## src/adcseq_defs.vh

```
// register map, field positions and reset values of the conversion sequencer
`ifndef ADCSEQ_DEFS_VH
`define ADCSEQ_DEFS_VH
`define ADCSEQ_OFF_CTRL0    8'h00
`define ADCSEQ_OFF_CTRL1    8'h04
`define ADCSEQ_OFF_TRIG     8'h08
`define ADCSEQ_OFF_RESH     8'h0C
`define ADCSEQ_OFF_RESL     8'h10
`define ADCSEQ_OFF_IRQ_STAT 8'h14
`define ADCSEQ_OFF_IRQ_MASK 8'h18
`define ADCSEQ_OFF_STATUS   8'h1C
`define ADCSEQ_CTRL0_ON     0
`define ADCSEQ_CTRL0_GO     1
`define ADCSEQ_CTRL1_FMT    7
`define ADCSEQ_CTRL1_CS_HI  6
`define ADCSEQ_CTRL1_CS_LO  4
`define ADCSEQ_CTRL1_WMASK  8'hF7
`define ADCSEQ_CS_RC        3'h3
`define ADCSEQ_TRIG_NONE    5'h00
`define ADCSEQ_TRIG_SRCS    17
`define ADCSEQ_CTRL_RST     8'h00
`define ADCSEQ_CONV_CYCLES  12
`endif

```

## src/adcseq_clkdiv.v

```verilog
// conversion clock tick generator: divided system clock or rc clock edge
`include "adcseq_defs.vh"
`default_nettype none
module adcseq_clkdiv
(
  input  wire       clk,
  input  wire       arst_n,
  input  wire [2:0] sel,
  input  wire       rc_tick,
  output reg        tick
);
  reg [5:0] cnt_reg;
  reg [5:0] lim;
  always @*
  begin
    case (sel)
      3'h0:    lim = 6'h01;
      3'h1:    lim = 6'h07;
      3'h2:    lim = 6'h1F;
      3'h4:    lim = 6'h03;
      3'h5:    lim = 6'h0F;
      3'h6:    lim = 6'h3F;
      default: lim = 6'h00;
    endcase
  end
  always @(posedge clk or negedge arst_n)
  begin
    if (!arst_n)
    begin
      cnt_reg <= 6'h00;
      tick    <= 1'b0;
    end
    else if (sel == `ADCSEQ_CS_RC)
    begin
      cnt_reg <= 6'h00;
      tick    <= rc_tick;
    end
    else if (cnt_reg >= lim)
    begin
      cnt_reg <= 6'h00;
      tick    <= 1'b1;
    end
    else
    begin
      cnt_reg <= cnt_reg + 6'h01;
      tick    <= 1'b0;
    end
  end
endmodule
`default_nettype wire

```

## src/adcseq_top.v

```verilog
// conversion sequencer with wishbone registers and interrupt
//
// Local design decisions: the Wishbone slave port and the register addresses.
`include "adcseq_defs.vh"
`default_nettype none
// Summary of operation
// - converter runs only while converter_on set
// - writing go starts a conversion when on
// - done clears go, flags, loads result
// - reset restores registers, aborts conversion
// - sleep conversions only with rc clock
// - rc clock delays start one instruction
// - done in sleep with interrupt wakes
// - done in sleep without interrupt powers down
// - sleep on non-rc clock aborts, powers down
// - rising trigger edge sets go
// - five-bit field picks trigger source
// - seventeen timer, comparator, logic, capture sources
module adcseq_top
#(
  parameter CONV_CYCLES = `ADCSEQ_CONV_CYCLES,
  parameter RES_W       = 10
)
(
  input  wire        CLK,
  input  wire        ARST_N,
  input  wire        WB_CYC_I,
  input  wire        WB_STB_I,
  input  wire        WB_WE_I,
  input  wire [7:0]  WB_ADR_I,
  input  wire [3:0]  WB_SEL_I,
  input  wire [31:0] WB_DAT_I,
  output reg  [31:0] WB_DAT_O,
  output reg         WB_ACK_O,
  input  wire [16:0] TRIG_SRC,
  input  wire        SLEEP_EXEC,
  input  wire        IN_SLEEP,
  input  wire        INSTR_TICK,
  input  wire        RC_TICK,
  input  wire [9:0]  CORE_RESULT,
  output reg         CORE_POWER,
  output reg         CORE_SAMPLE,
  output reg         WAKE,
  output reg         IRQ
);
  localparam ST_IDLE = 2'h0;
  localparam ST_WAIT = 2'h1;
  localparam ST_CONV = 2'h2;
  reg  [1:0]  state_reg;
  reg  [1:0]  state_next;
  reg         on_reg;
  reg         go_reg;
  reg         pdown_reg;
  reg  [7:0]  ctrl1_reg;
  reg  [4:0]  trig_reg;
  reg  [7:0]  resh_reg;
  reg  [7:0]  resl_reg;
  reg  [1:0]  stat_reg;
  reg  [1:0]  mask_reg;
  reg         trig_q_reg;
  reg  [7:0]  cnt_reg;
  reg  [31:0] rdata;
  wire        conv_tick;
  wire        wr;
  wire        rd_strobe;
  wire [2:0]  clk_sel;
  wire        rc_sel;
  wire        trig_lvl;
  wire        trig_rise;
  wire        active;
  wire        done;
  wire        abort;
  wire        go_wr;
  wire        start_ok;
  wire [15:0] res_al;
  // ****************************************
  // bus decode
  // ****************************************
  assign wr        = WB_CYC_I & WB_STB_I & WB_WE_I & ~WB_ACK_O & WB_SEL_I[0];
  assign rd_strobe = WB_CYC_I & WB_STB_I & ~WB_ACK_O;
  assign clk_sel   = ctrl1_reg[`ADCSEQ_CTRL1_CS_HI:`ADCSEQ_CTRL1_CS_LO];
  assign rc_sel    = (clk_sel == `ADCSEQ_CS_RC);
  function trig_pick;
    input [4:0]  sel;
    input [16:0] src;
    begin
      if (sel == `ADCSEQ_TRIG_NONE || sel > `ADCSEQ_TRIG_SRCS)
        trig_pick = 1'b0;
      else
        trig_pick = src[sel - 5'h01];
    end
  endfunction
  assign trig_lvl  = trig_pick(trig_reg, TRIG_SRC);
  assign trig_rise = trig_lvl & ~trig_q_reg;
  assign active    = (state_reg != ST_IDLE);
  assign go_wr     = wr && WB_ADR_I == `ADCSEQ_OFF_CTRL0 &&
                     WB_DAT_I[`ADCSEQ_CTRL0_GO];
  // on must already be set before the write that sets go
  assign start_ok  = on_reg & ~pdown_reg;
  assign abort     = active & SLEEP_EXEC & ~rc_sel;
  assign done      = (state_reg == ST_CONV) & conv_tick &
                     (cnt_reg == CONV_CYCLES[7:0] - 8'h01) & ~abort;
  assign res_al    = ctrl1_reg[`ADCSEQ_CTRL1_FMT] ?
                     {6'h00, CORE_RESULT} : {CORE_RESULT, 6'h00};
  adcseq_clkdiv u_div
  (
    .clk     (CLK),
    .arst_n  (ARST_N),
    .sel     (clk_sel),
    .rc_tick (RC_TICK),
    .tick    (conv_tick)
  );
  // ****************************************
  // sequencer
  // ****************************************
  always @*
  begin
    state_next = state_reg;
    case (state_reg)
      ST_IDLE:
        if (start_ok && !active && (go_wr || trig_rise))
          state_next = rc_sel ? ST_WAIT : ST_CONV;
      ST_WAIT:
        if (!on_reg || abort)
          state_next = ST_IDLE;
        else if (INSTR_TICK)
          state_next = ST_CONV;
      ST_CONV:
        if (!on_reg || abort || done)
          state_next = ST_IDLE;
      default:
        state_next = ST_IDLE;
    endcase
  end
  always @(posedge CLK or negedge ARST_N)
  begin
    if (!ARST_N)
    begin
      state_reg  <= ST_IDLE;
      on_reg     <= 1'b0;
      go_reg     <= 1'b0;
      pdown_reg  <= 1'b0;
      ctrl1_reg  <= `ADCSEQ_CTRL_RST;
      trig_reg   <= `ADCSEQ_TRIG_NONE;
      resh_reg   <= 8'h00;
      resl_reg   <= 8'h00;
      stat_reg   <= 2'h0;
      mask_reg   <= 2'h0;
      trig_q_reg <= 1'b0;
      cnt_reg    <= 8'h00;
    end
    else
    begin
      state_reg  <= state_next;
      trig_q_reg <= trig_lvl;
      if (state_reg == ST_CONV && conv_tick)
        cnt_reg <= cnt_reg + 8'h01;
      else if (state_reg != ST_CONV)
        cnt_reg <= 8'h00;
      if (wr && WB_ADR_I == `ADCSEQ_OFF_CTRL0)
      begin
        on_reg <= WB_DAT_I[`ADCSEQ_CTRL0_ON];
        if (WB_DAT_I[`ADCSEQ_CTRL0_ON])
          pdown_reg <= 1'b0;
      end
      if (wr && WB_ADR_I == `ADCSEQ_OFF_CTRL1)
        ctrl1_reg <= WB_DAT_I[7:0] & `ADCSEQ_CTRL1_WMASK;
      if (wr && WB_ADR_I == `ADCSEQ_OFF_TRIG)
        trig_reg <= WB_DAT_I[4:0];
      if (wr && WB_ADR_I == `ADCSEQ_OFF_IRQ_MASK)
        mask_reg <= WB_DAT_I[1:0];
      if (state_next != ST_IDLE && state_reg == ST_IDLE)
        go_reg <= 1'b1;
      else if (state_next == ST_IDLE)
        go_reg <= 1'b0;
      if (done)
      begin
        resh_reg <= res_al[15:8];
        resl_reg <= res_al[7:0];
        if (IN_SLEEP && !mask_reg[0])
          pdown_reg <= 1'b1;
      end
      if (abort)
        pdown_reg <= 1'b1;
      // set wins over write-one-to-clear
      stat_reg[0] <= done |
        (stat_reg[0] & ~(wr && WB_ADR_I == `ADCSEQ_OFF_IRQ_STAT &&
                         WB_DAT_I[0]));
      stat_reg[1] <= abort |
        (stat_reg[1] & ~(wr && WB_ADR_I == `ADCSEQ_OFF_IRQ_STAT &&
                         WB_DAT_I[1]));
    end
  end
  // ****************************************
  // outputs
  // ****************************************
  always @(posedge CLK or negedge ARST_N)
  begin
    if (!ARST_N)
    begin
      CORE_POWER  <= 1'b0;
      CORE_SAMPLE <= 1'b0;
      WAKE        <= 1'b0;
      IRQ         <= 1'b0;
    end
    else
    begin
      CORE_POWER  <= on_reg & ~pdown_reg & ~abort;
      CORE_SAMPLE <= (state_next == ST_CONV) && (state_reg != ST_CONV);
      WAKE        <= done & IN_SLEEP & mask_reg[0];
      IRQ         <= |(stat_reg & mask_reg);
    end
  end
  always @*
  begin
    case (WB_ADR_I)
      `ADCSEQ_OFF_CTRL0:    rdata = {30'h0, go_reg, on_reg};
      `ADCSEQ_OFF_CTRL1:    rdata = {24'h0, ctrl1_reg};
      `ADCSEQ_OFF_TRIG:     rdata = {27'h0, trig_reg};
      `ADCSEQ_OFF_RESH:     rdata = {24'h0, resh_reg};
      `ADCSEQ_OFF_RESL:     rdata = {24'h0, resl_reg};
      `ADCSEQ_OFF_IRQ_STAT: rdata = {30'h0, stat_reg};
      `ADCSEQ_OFF_IRQ_MASK: rdata = {30'h0, mask_reg};
      `ADCSEQ_OFF_STATUS:   rdata = {28'h0, pdown_reg, active, state_reg};
      default:              rdata = 32'h0000_0000;
    endcase
  end
  always @(posedge CLK or negedge ARST_N)
  begin
    if (!ARST_N)
    begin
      WB_ACK_O <= 1'b0;
      WB_DAT_O <= 32'h0000_0000;
    end
    else
    begin
      WB_ACK_O <= rd_strobe;
      WB_DAT_O <= rd_strobe ? rdata : 32'h0000_0000;
    end
  end
endmodule
`default_nettype wire

```

## config.mk

```make
export PLATFORM = sky130hd
export DESIGN_NAME = adcseq_top
export DESIGN_NICKNAME = d
export VERILOG_FILES = /design/src/adcseq_clkdiv.v /design/src/adcseq_top.v
export VERILOG_INCLUDE_DIRS = /design/src /design/src/src
export SDC_FILE = /design/constraint.sdc
export NUM_CORES = 1
export LEC_CHECK = 0
export BUFFER_PORTS_ARGS = -buffer_cell sky130_fd_sc_hd__buf_4
export CAP_MARGIN = 25
export CORE_MARGIN = 2
export CORE_UTILIZATION = 50
export DETAILED_ROUTE_END_ITERATION = 12
export PLACE_DENSITY = 0.83
export SYNTH_ARGS = -nofsm -noshare
export SYNTH_HDL_FRONTEND = slang
export SYNTH_SLANG_ARGS = --single-unit
```

## constraint.sdc

```tcl
create_clock -name CLK -period 7.2 [get_ports CLK]
set_input_delay 0 -clock CLK [delete_from_list [all_inputs] [get_ports CLK]]
set_output_delay 0 -clock CLK [all_outputs]
set_load 0.01 [all_outputs]
```

# Word-level counts from Yosys, hierarchy flattened

Index checks and enable logic that the tools add are counted.

Flip-flop bits (word level): 90
Bits in latches: 0
Input bits: 80
Memories: 0
Output and inout port bits: 37
RAM bits: 0
Bits in read-only memories: 0

Divide/modulo/power cells: 0
Reductions and logical operators: 31
Order comparisons: 3
Mux-type cells: 26
Shift-type cells: 0
Equal/unequal tests: 18
$add $sub $neg: 3
$mul: 0
Bitwise operators: 27

Operators by type and width:

| cell                                                                         | number |
|---|---|
| 8-bit case mux with 8 select lines                                           | 1 |
| 6-bit case mux with 6 select lines                                           | 1 |
| 8-bit by 5-bit equality test with 1-bit output, second input constant        | 4 |
| 32-bit 2-to-1 mux                                                            | 1 |
| 8-bit by 4-bit equality test with 1-bit output, second input constant        | 3 |
| 1-bit AND                                                                    | 17 |
| 16-bit 2-to-1 mux                                                            | 1 |
| 8-bit 2-to-1 mux                                                             | 2 |
| 1-bit logical AND                                                            | 14 |
| 6-bit 2-to-1 mux                                                             | 2 |
| 1-bit 2-to-1 mux                                                             | 11 |
| 2-bit 2-to-1 mux                                                             | 5 |
| 3-bit equality test, second input constant                                   | 3 |
| 8-bit by 1-bit adder with 8-bit output, second input constant                | 1 |
| 8-bit by 3-bit equality test with 1-bit output, second input constant        | 1 |
| 8-bit zero test                                                              | 1 |
| 2-bit nonzero test                                                           | 4 |
| 1-bit inverter                                                               | 7 |
| 6-bit by 1-bit adder with 6-bit output, second input constant                | 1 |
| 3-bit by 2-bit equality test with 1-bit output, second input constant        | 2 |
| 6-bit >= comparator                                                          | 1 |
| 5-bit by 6-bit less-than comparator with 1-bit output, second input constant | 1 |
| 2-bit case mux with 3 select lines                                           | 1 |
| 1-bit binary-select mux with 5-bit select                                    | 1 |
| other kinds (14)                                                             | 22 |

# Depth between registers and ports, before layout

Depth in word-level cells: 13
Depth in mapped cells: 12
Depth with buffers taken out: 12

# By module

From an unflattened synthesis, not the netlist that was laid out.

Cell total of the unflattened synthesis: 365
Area, all modules: 3,673.5 sq um

By module, submodules not included:

| module        | instances | area an instance (sq um) | cells each | seq. area each (sq um) |
|---|---|---|---|---|
| adcseq_top    | 1         | 3,200.6                  | 317        | 1,476.4 |
| adcseq_clkdiv | 1         | 473.0                    | 48         | 175.2 |

# Least setup slack after synthesis

OpenSTA, ideal clock, no wires.

Path kind: reg2reg
Start point: register ctrl1_reg[5]
End point: register u_div.tick
Path buffers: 0
Cell stages (with the launch flop): 13
Data required time: 7,081 ps
Library setup time: 119 ps
Data arrival time: 2,234 ps
Period minus slack after synthesis: 2,353 ps
Setup slack: 4,847 ps
Cells stage by stage: dfrtp_1 -> inv_1 -> ha_1 -> mux2i_1 -> o21ai_0 -> nand2_1 -> ha_1 -> a21o_1 -> a21o_1 -> a21o_1 -> a21o_1 -> a211o_1 -> o21a_1

Longest elaborated chain between the ends: 5
Elaborated cells between the ends (all ways): 11
Those cells by class: order compare: 1; eq/ne: 6; mux: 3; reduce/logical: 1

Ends and longest elaborated chain:

| what                                              | RTL line           | RTL |
|---|---|---|
| start: declaration                                | adcseq_top.v:54    | `reg [7:0] ctrl1_reg;` |
| start signal: assignment                          | adcseq_top.v:143   | `` ctrl1_reg <= `ADCSEQ_CTRL_RST; `` |
| start signal: assignment                          | adcseq_top.v:167   | `` ctrl1_reg <= WB_DAT_I[7:0] & `ADCSEQ_CTRL1_WMASK; `` |
| 3-bit equality test, or another cell as far along | adcseq_clkdiv.v:16 | `case (sel)` |
| 6-bit case mux with 6 select lines                | adcseq_clkdiv.v:16 |  |
| 6-bit >= comparator                               | adcseq_clkdiv.v:38 | `else if (cnt_reg >= lim)` |
| 1-bit 2-to-1 mux                                  | adcseq_clkdiv.v:38 |  |
| 1-bit 2-to-1 mux *                                | adcseq_clkdiv.v:33 | `` else if (sel == `ADCSEQ_CS_RC) `` |
| end signal: assignment                            | adcseq_clkdiv.v:36 | `tick <= rc_tick;` |
| end: declaration                                  | adcseq_clkdiv.v:10 | `output reg tick` |

Mark *: on every way between the ends. The rest lies on a longest branch, timed or not.
A chain may end at the register's enable or synchronous reset.

# Worst setup path after layout

Ends and elaborated chain as after synthesis.

==> run summary <==
The run finished with clean final reports. The detailed route wirelength on metal3 came out at 330 microns. The count of buffers added on input and output ports is between 60 and 70.

The standby leakage power is about 2.2 nW. The count of buffers added by post-CTS timing repair for setup is 0. TritonCTS built the clock tree. The minimum setup slack among reg-to-reg paths is about 4.6 ns. The max-slew violation count was 0. After Yosys synthesis, full adders, half adders and majority gates account for 5.04% of the synthesized area.

The CTS root buffer is sky130_fd_sc_hd__clkbuf_8. The cell area after placement came out at 4150 sq um. The cell depth of the worst flop-to-flop path came out at 12. Counting every sink on the clock net gives 66.

The count of max-cap constraint violations is 0. In this run, the number of DRC markers left after iteration 0 of detailed routing was roughly 180. Setup repair after global routing left no endpoint under its margin. The detail route stage leaves a number of antenna-violating nets equal to 0. In the final design database the tool counted 540 nets.

The synthesized netlist devotes 2.35% of its cell area to XOR and XNOR gates. The share of the synthesized area in the top cell type came out at 44.3%. The tightest min-delay check is of the in2reg type. STA classifies the critical path startpoint as a flop. In this run the most critical hold path is launched from WB_CYC_I. In this run the critical register-to-register path is captured at u_div.tick. In this run the worst setup path begins at ctrl1_reg[5]. IR analysis of the VDD net gives a maximum drop of 0.152 mV.

The worst hold slack is 0.0185 ns. Of all cell types, the one taking the most synthesized area is sky130_fd_sc_hd__dfrtp_1. The biggest fanout along the worst timing path is 7. In the synthesized netlist the dominant register cell turns out to be sky130_fd_sc_hd__dfrtp_1. The routed metal-1 wire length came out at approximately 3600 microns. After synthesis, the cell types taking the most area are sky130_fd_sc_hd__dfrtp_1, sky130_fd_sc_hd__nand2_1, sky130_fd_sc_hd__buf_4, sky130_fd_sc_hd__ha_1, sky130_fd_sc_hd__nor2_1. The power density over the cells is 183 nW/um^2. After Yosys synthesis, and, or, nand and nor cells account for 20.1% of the synthesized area. The core utilization of the finished layout came out at ~63%. The data arrival time of the worst path is between 2 and 3 ns. The post-layout minimum cycle time came out at 2.64 ns. Adding up every negative setup slack in the final design gives 0 ns. In this run, synthesis produced a sequential element count of 66. STA classifies the critical path endpoint as a flop. The headroom to the max-slew limit is 45.0%. In the global route stage, overall resource usage came out at 21.1%. The buffer levels on the longest clock path is 2. The part of the cycle the worst path needs is 36.7%. The starting density of the core came out at 51.4%. The mean area per synthesized cell came out at roughly 10 sq um. The final hold violation count came to 0. The amount of wire on met2 after detailed routing is 4040 microns. The worst hold path passes through 2 cells. The number of remaining DRC errors is 0. The worst hold endpoint is WB_ACK_O. The die area is roughly 8000 sq um. The final instance area came out at 4560 sq um.

The fraction of layout cells with a size suffix above 1 came out at 24.9%. The first-pass GRT wire length is 13700 microns. The fraction of registers with async set or reset after synthesis came out at 100%. Dividing the detail-routed wire length by the instance count gives 14.8 microns. The number of inserted diodes is 0. The number of levels the H-tree was split into came out at 3. The required time of the worst setup path came out at roughly 7.4 ns.

The sum of net half-perimeters after detailed placement came out at 5690 microns. The final total power came out at 0.000834 W. The die outline width is 90.3 microns. The number of placement rows is 31. In this run, distinct cell masters in the synthesized netlist total 61. In this run the critical register-to-register path is launched from ctrl1_reg[5].

The TritonCTS buffer count is 9. The maximum operating frequency came out at 0.379 GHz. The post-synthesis instance total came out at 358. The leftover overflow at the end of global routing is 0. The number of global-route vias before repair came out at 2790. The number of antenna violations at the first check in global routing is 0. The clock-pin slew on the worst setup and hold paths came out at about 0.070 ns.

The highest routed metal layer is met4. The routability congestion estimate from global placement is approximately 0.85. The transition time at the pin with the least slew margin came out at 0.824 ns.

The worst setup path is of the reg2reg kind. For this run, the register share of the synthesized area comes to roughly 44%. The filler cells instantiated in the layout total 574. The mean number of vias per cell came out at 5.30. For this run, the number of Yosys warnings is 0. The area of the mapped netlist is 3730 sq um.

The count of pins on the block boundary came out at 117. The pin count of the biggest net entering global routing is 67. The setup violation total in the final timing report is 0.

The post-cts gate resize count is 0. The aggregate routed wire length came out at 8130 microns. The proportion of synthesized area in mux cells is roughly 8.6%.

For the worst-skew pair, the clock arrives at the later sink with an insertion delay of 0.34 ns. The routed layout has 2908 vias. The height of the die is 90.3 microns. The synthesis-to-layout area growth is 22.3%. By area, the combinational part of the netlist is dominated by simple AND/OR/NAND/NOR gates. Summing the areas of all compound-gate instances in the mapped netlist gives 11.1% of the synthesized area. The synthesized design contains 0 enable-type register cells. The first detailed-routing pass ran for 4 iterations.

The floorplan core area came out at 7250 sq um. Clock skew on the completed layout was measured at between 0.006 and 0.007 ns.
## per-layer routing
layer  vias to the layer above  GRT usage [%]
met4                         0           7.05
li1                       1405              -
met2                        82           34.6
met5                         -              0
met1                      1406           27.8
met3                        15           5.01
## cells in the mapped netlist (2+ instances only)
cell type                  count
sky130_fd_sc_hd__or3_1         2
sky130_fd_sc_hd__mux2_2        8
sky130_fd_sc_hd__a21o_1        5
sky130_fd_sc_hd__and3_1       10
sky130_fd_sc_hd__a31oi_1       4
sky130_fd_sc_hd__mux4_2        2
sky130_fd_sc_hd__nand4_1       3
sky130_fd_sc_hd__buf_6         3
sky130_fd_sc_hd__a21oi_2       4
sky130_fd_sc_hd__nor3_2        2
sky130_fd_sc_hd__inv_1         9
sky130_fd_sc_hd__buf_12        2
sky130_fd_sc_hd__a222oi_1      5
sky130_fd_sc_hd__mux2i_1       6
sky130_fd_sc_hd__nand3_1      14
sky130_fd_sc_hd__xnor2_1       3
sky130_fd_sc_hd__dfrtp_1      66
sky130_fd_sc_hd__nor2_1       27
sky130_fd_sc_hd__buf_4        25
sky130_fd_sc_hd__ha_1         15
sky130_fd_sc_hd__clkbuf_1      2
sky130_fd_sc_hd__nand2b_1      6
sky130_fd_sc_hd__xor2_1        7
sky130_fd_sc_hd__mux2_1        4
sky130_fd_sc_hd__o31ai_1       2
sky130_fd_sc_hd__a32oi_1       2
sky130_fd_sc_hd__nor2b_1       3
sky130_fd_sc_hd__nor2_2        5
sky130_fd_sc_hd__a21oi_1       7
sky130_fd_sc_hd__o21ai_0       8
sky130_fd_sc_hd__a22oi_1       6
sky130_fd_sc_hd__nand2_1      53
sky130_fd_sc_hd__mux4_1        3
sky130_fd_sc_hd__nand3b_1      7
sky130_fd_sc_hd__o211ai_1      2
## worst max-delay path by stage
stage	to	slack, ns	depth (start not counted)
3_5_place_dp	u_div.tick	4.57	12
2_1_floorplan	u_div.tick	4.85	12
4_1_cts	u_div.tick	4.54	12
3_3_place_gp	u_div.tick	4.66	12
6_report	u_div.tick	4.56	12
5_1_grt	u_div.tick	4.37	12
## cell type report
| type | count | area, sq um | share of cell area [%] |
|---|---|---|---|
| inverters | 9 | 33.8 | 0.742 |
| clock inverters | 4 | 25.0 | 0.549 |
| flip-flops and latches | 66 | 1650 | 36.3 |
| multi-input cells | 272 | 1850 | 40.6 |
| clock buffers | 12 | 165 | 3.63 |
| well taps | 99 | 124 | 2.72 |
| repair buffers | 87 | 708 | 15.5 |
## critical path, cell delays in order, from the launching register on
cell	delay (ns)
sky130_fd_sc_hd__dfrtp_1	0.47
sky130_fd_sc_hd__inv_1	0.11
sky130_fd_sc_hd__ha_1	0.21
sky130_fd_sc_hd__mux2i_1	0.15
sky130_fd_sc_hd__o21ai_0	0.11
sky130_fd_sc_hd__nand2_1	0.08
sky130_fd_sc_hd__ha_1	0.22
sky130_fd_sc_hd__a21o_1	0.16
sky130_fd_sc_hd__a21o_1	0.17
sky130_fd_sc_hd__a21o_1	0.17
sky130_fd_sc_hd__a21o_1	0.17
sky130_fd_sc_hd__a211o_1	0.38
sky130_fd_sc_hd__o21a_1	0.14
## cell families after synthesis
kind of cell / after synthesis
other: 1
multiplexers: 23
adder cells (fa/ha/maj): 15
flip-flops: 66
XOR/XNOR: 10
AND/OR/NAND/NOR: 144
buffers and inverters: 43
AO/OA/AOI/OAI: 56
## power breakdown
group	leakage, nW	total (W)	internal [W]	switching, W
clock	0.0944	0.000294	0.000152	0.000142
sequential	0.887	0.000403	0.000385	0.0000178
combinational	1.21	0.000138	0.0000722	0.0000656
## cell usage in the layout, fill, tap and decap left out, types with 9 or more instances in the layout
cell type / synthesis / final
sky130_fd_sc_hd__nand3_1: 14 / 14
sky130_fd_sc_hd__nand2_1: 53 / 53
sky130_fd_sc_hd__ha_1: 15 / 15
sky130_fd_sc_hd__buf_4: 25 / 65
sky130_fd_sc_hd__inv_1: 9 / 9
sky130_fd_sc_hd__dlygate4sd3_1: 0 / 22
sky130_fd_sc_hd__nor2_1: 27 / 27
sky130_fd_sc_hd__dfrtp_1: 66 / 66
sky130_fd_sc_hd__clkbuf_8: 0 / 12
sky130_fd_sc_hd__conb_1: 1 / 24
sky130_fd_sc_hd__and3_1: 10 / 10
## what timing repair did
action | CTS | global route
hold buffers | 22 | 0
endpoints found under the hold margin | 102 | 0
setup endpoints to repair | 0 | 0
## through the flow
step	instances	setup WS, ns
floorplan	381	4.85
global placement	511	4.66
detailed placement	511	4.57
CTS	549	4.54
global route	549	4.37
finish	549	4.56
Note: power is estimated with default switching activity, not from simulation.
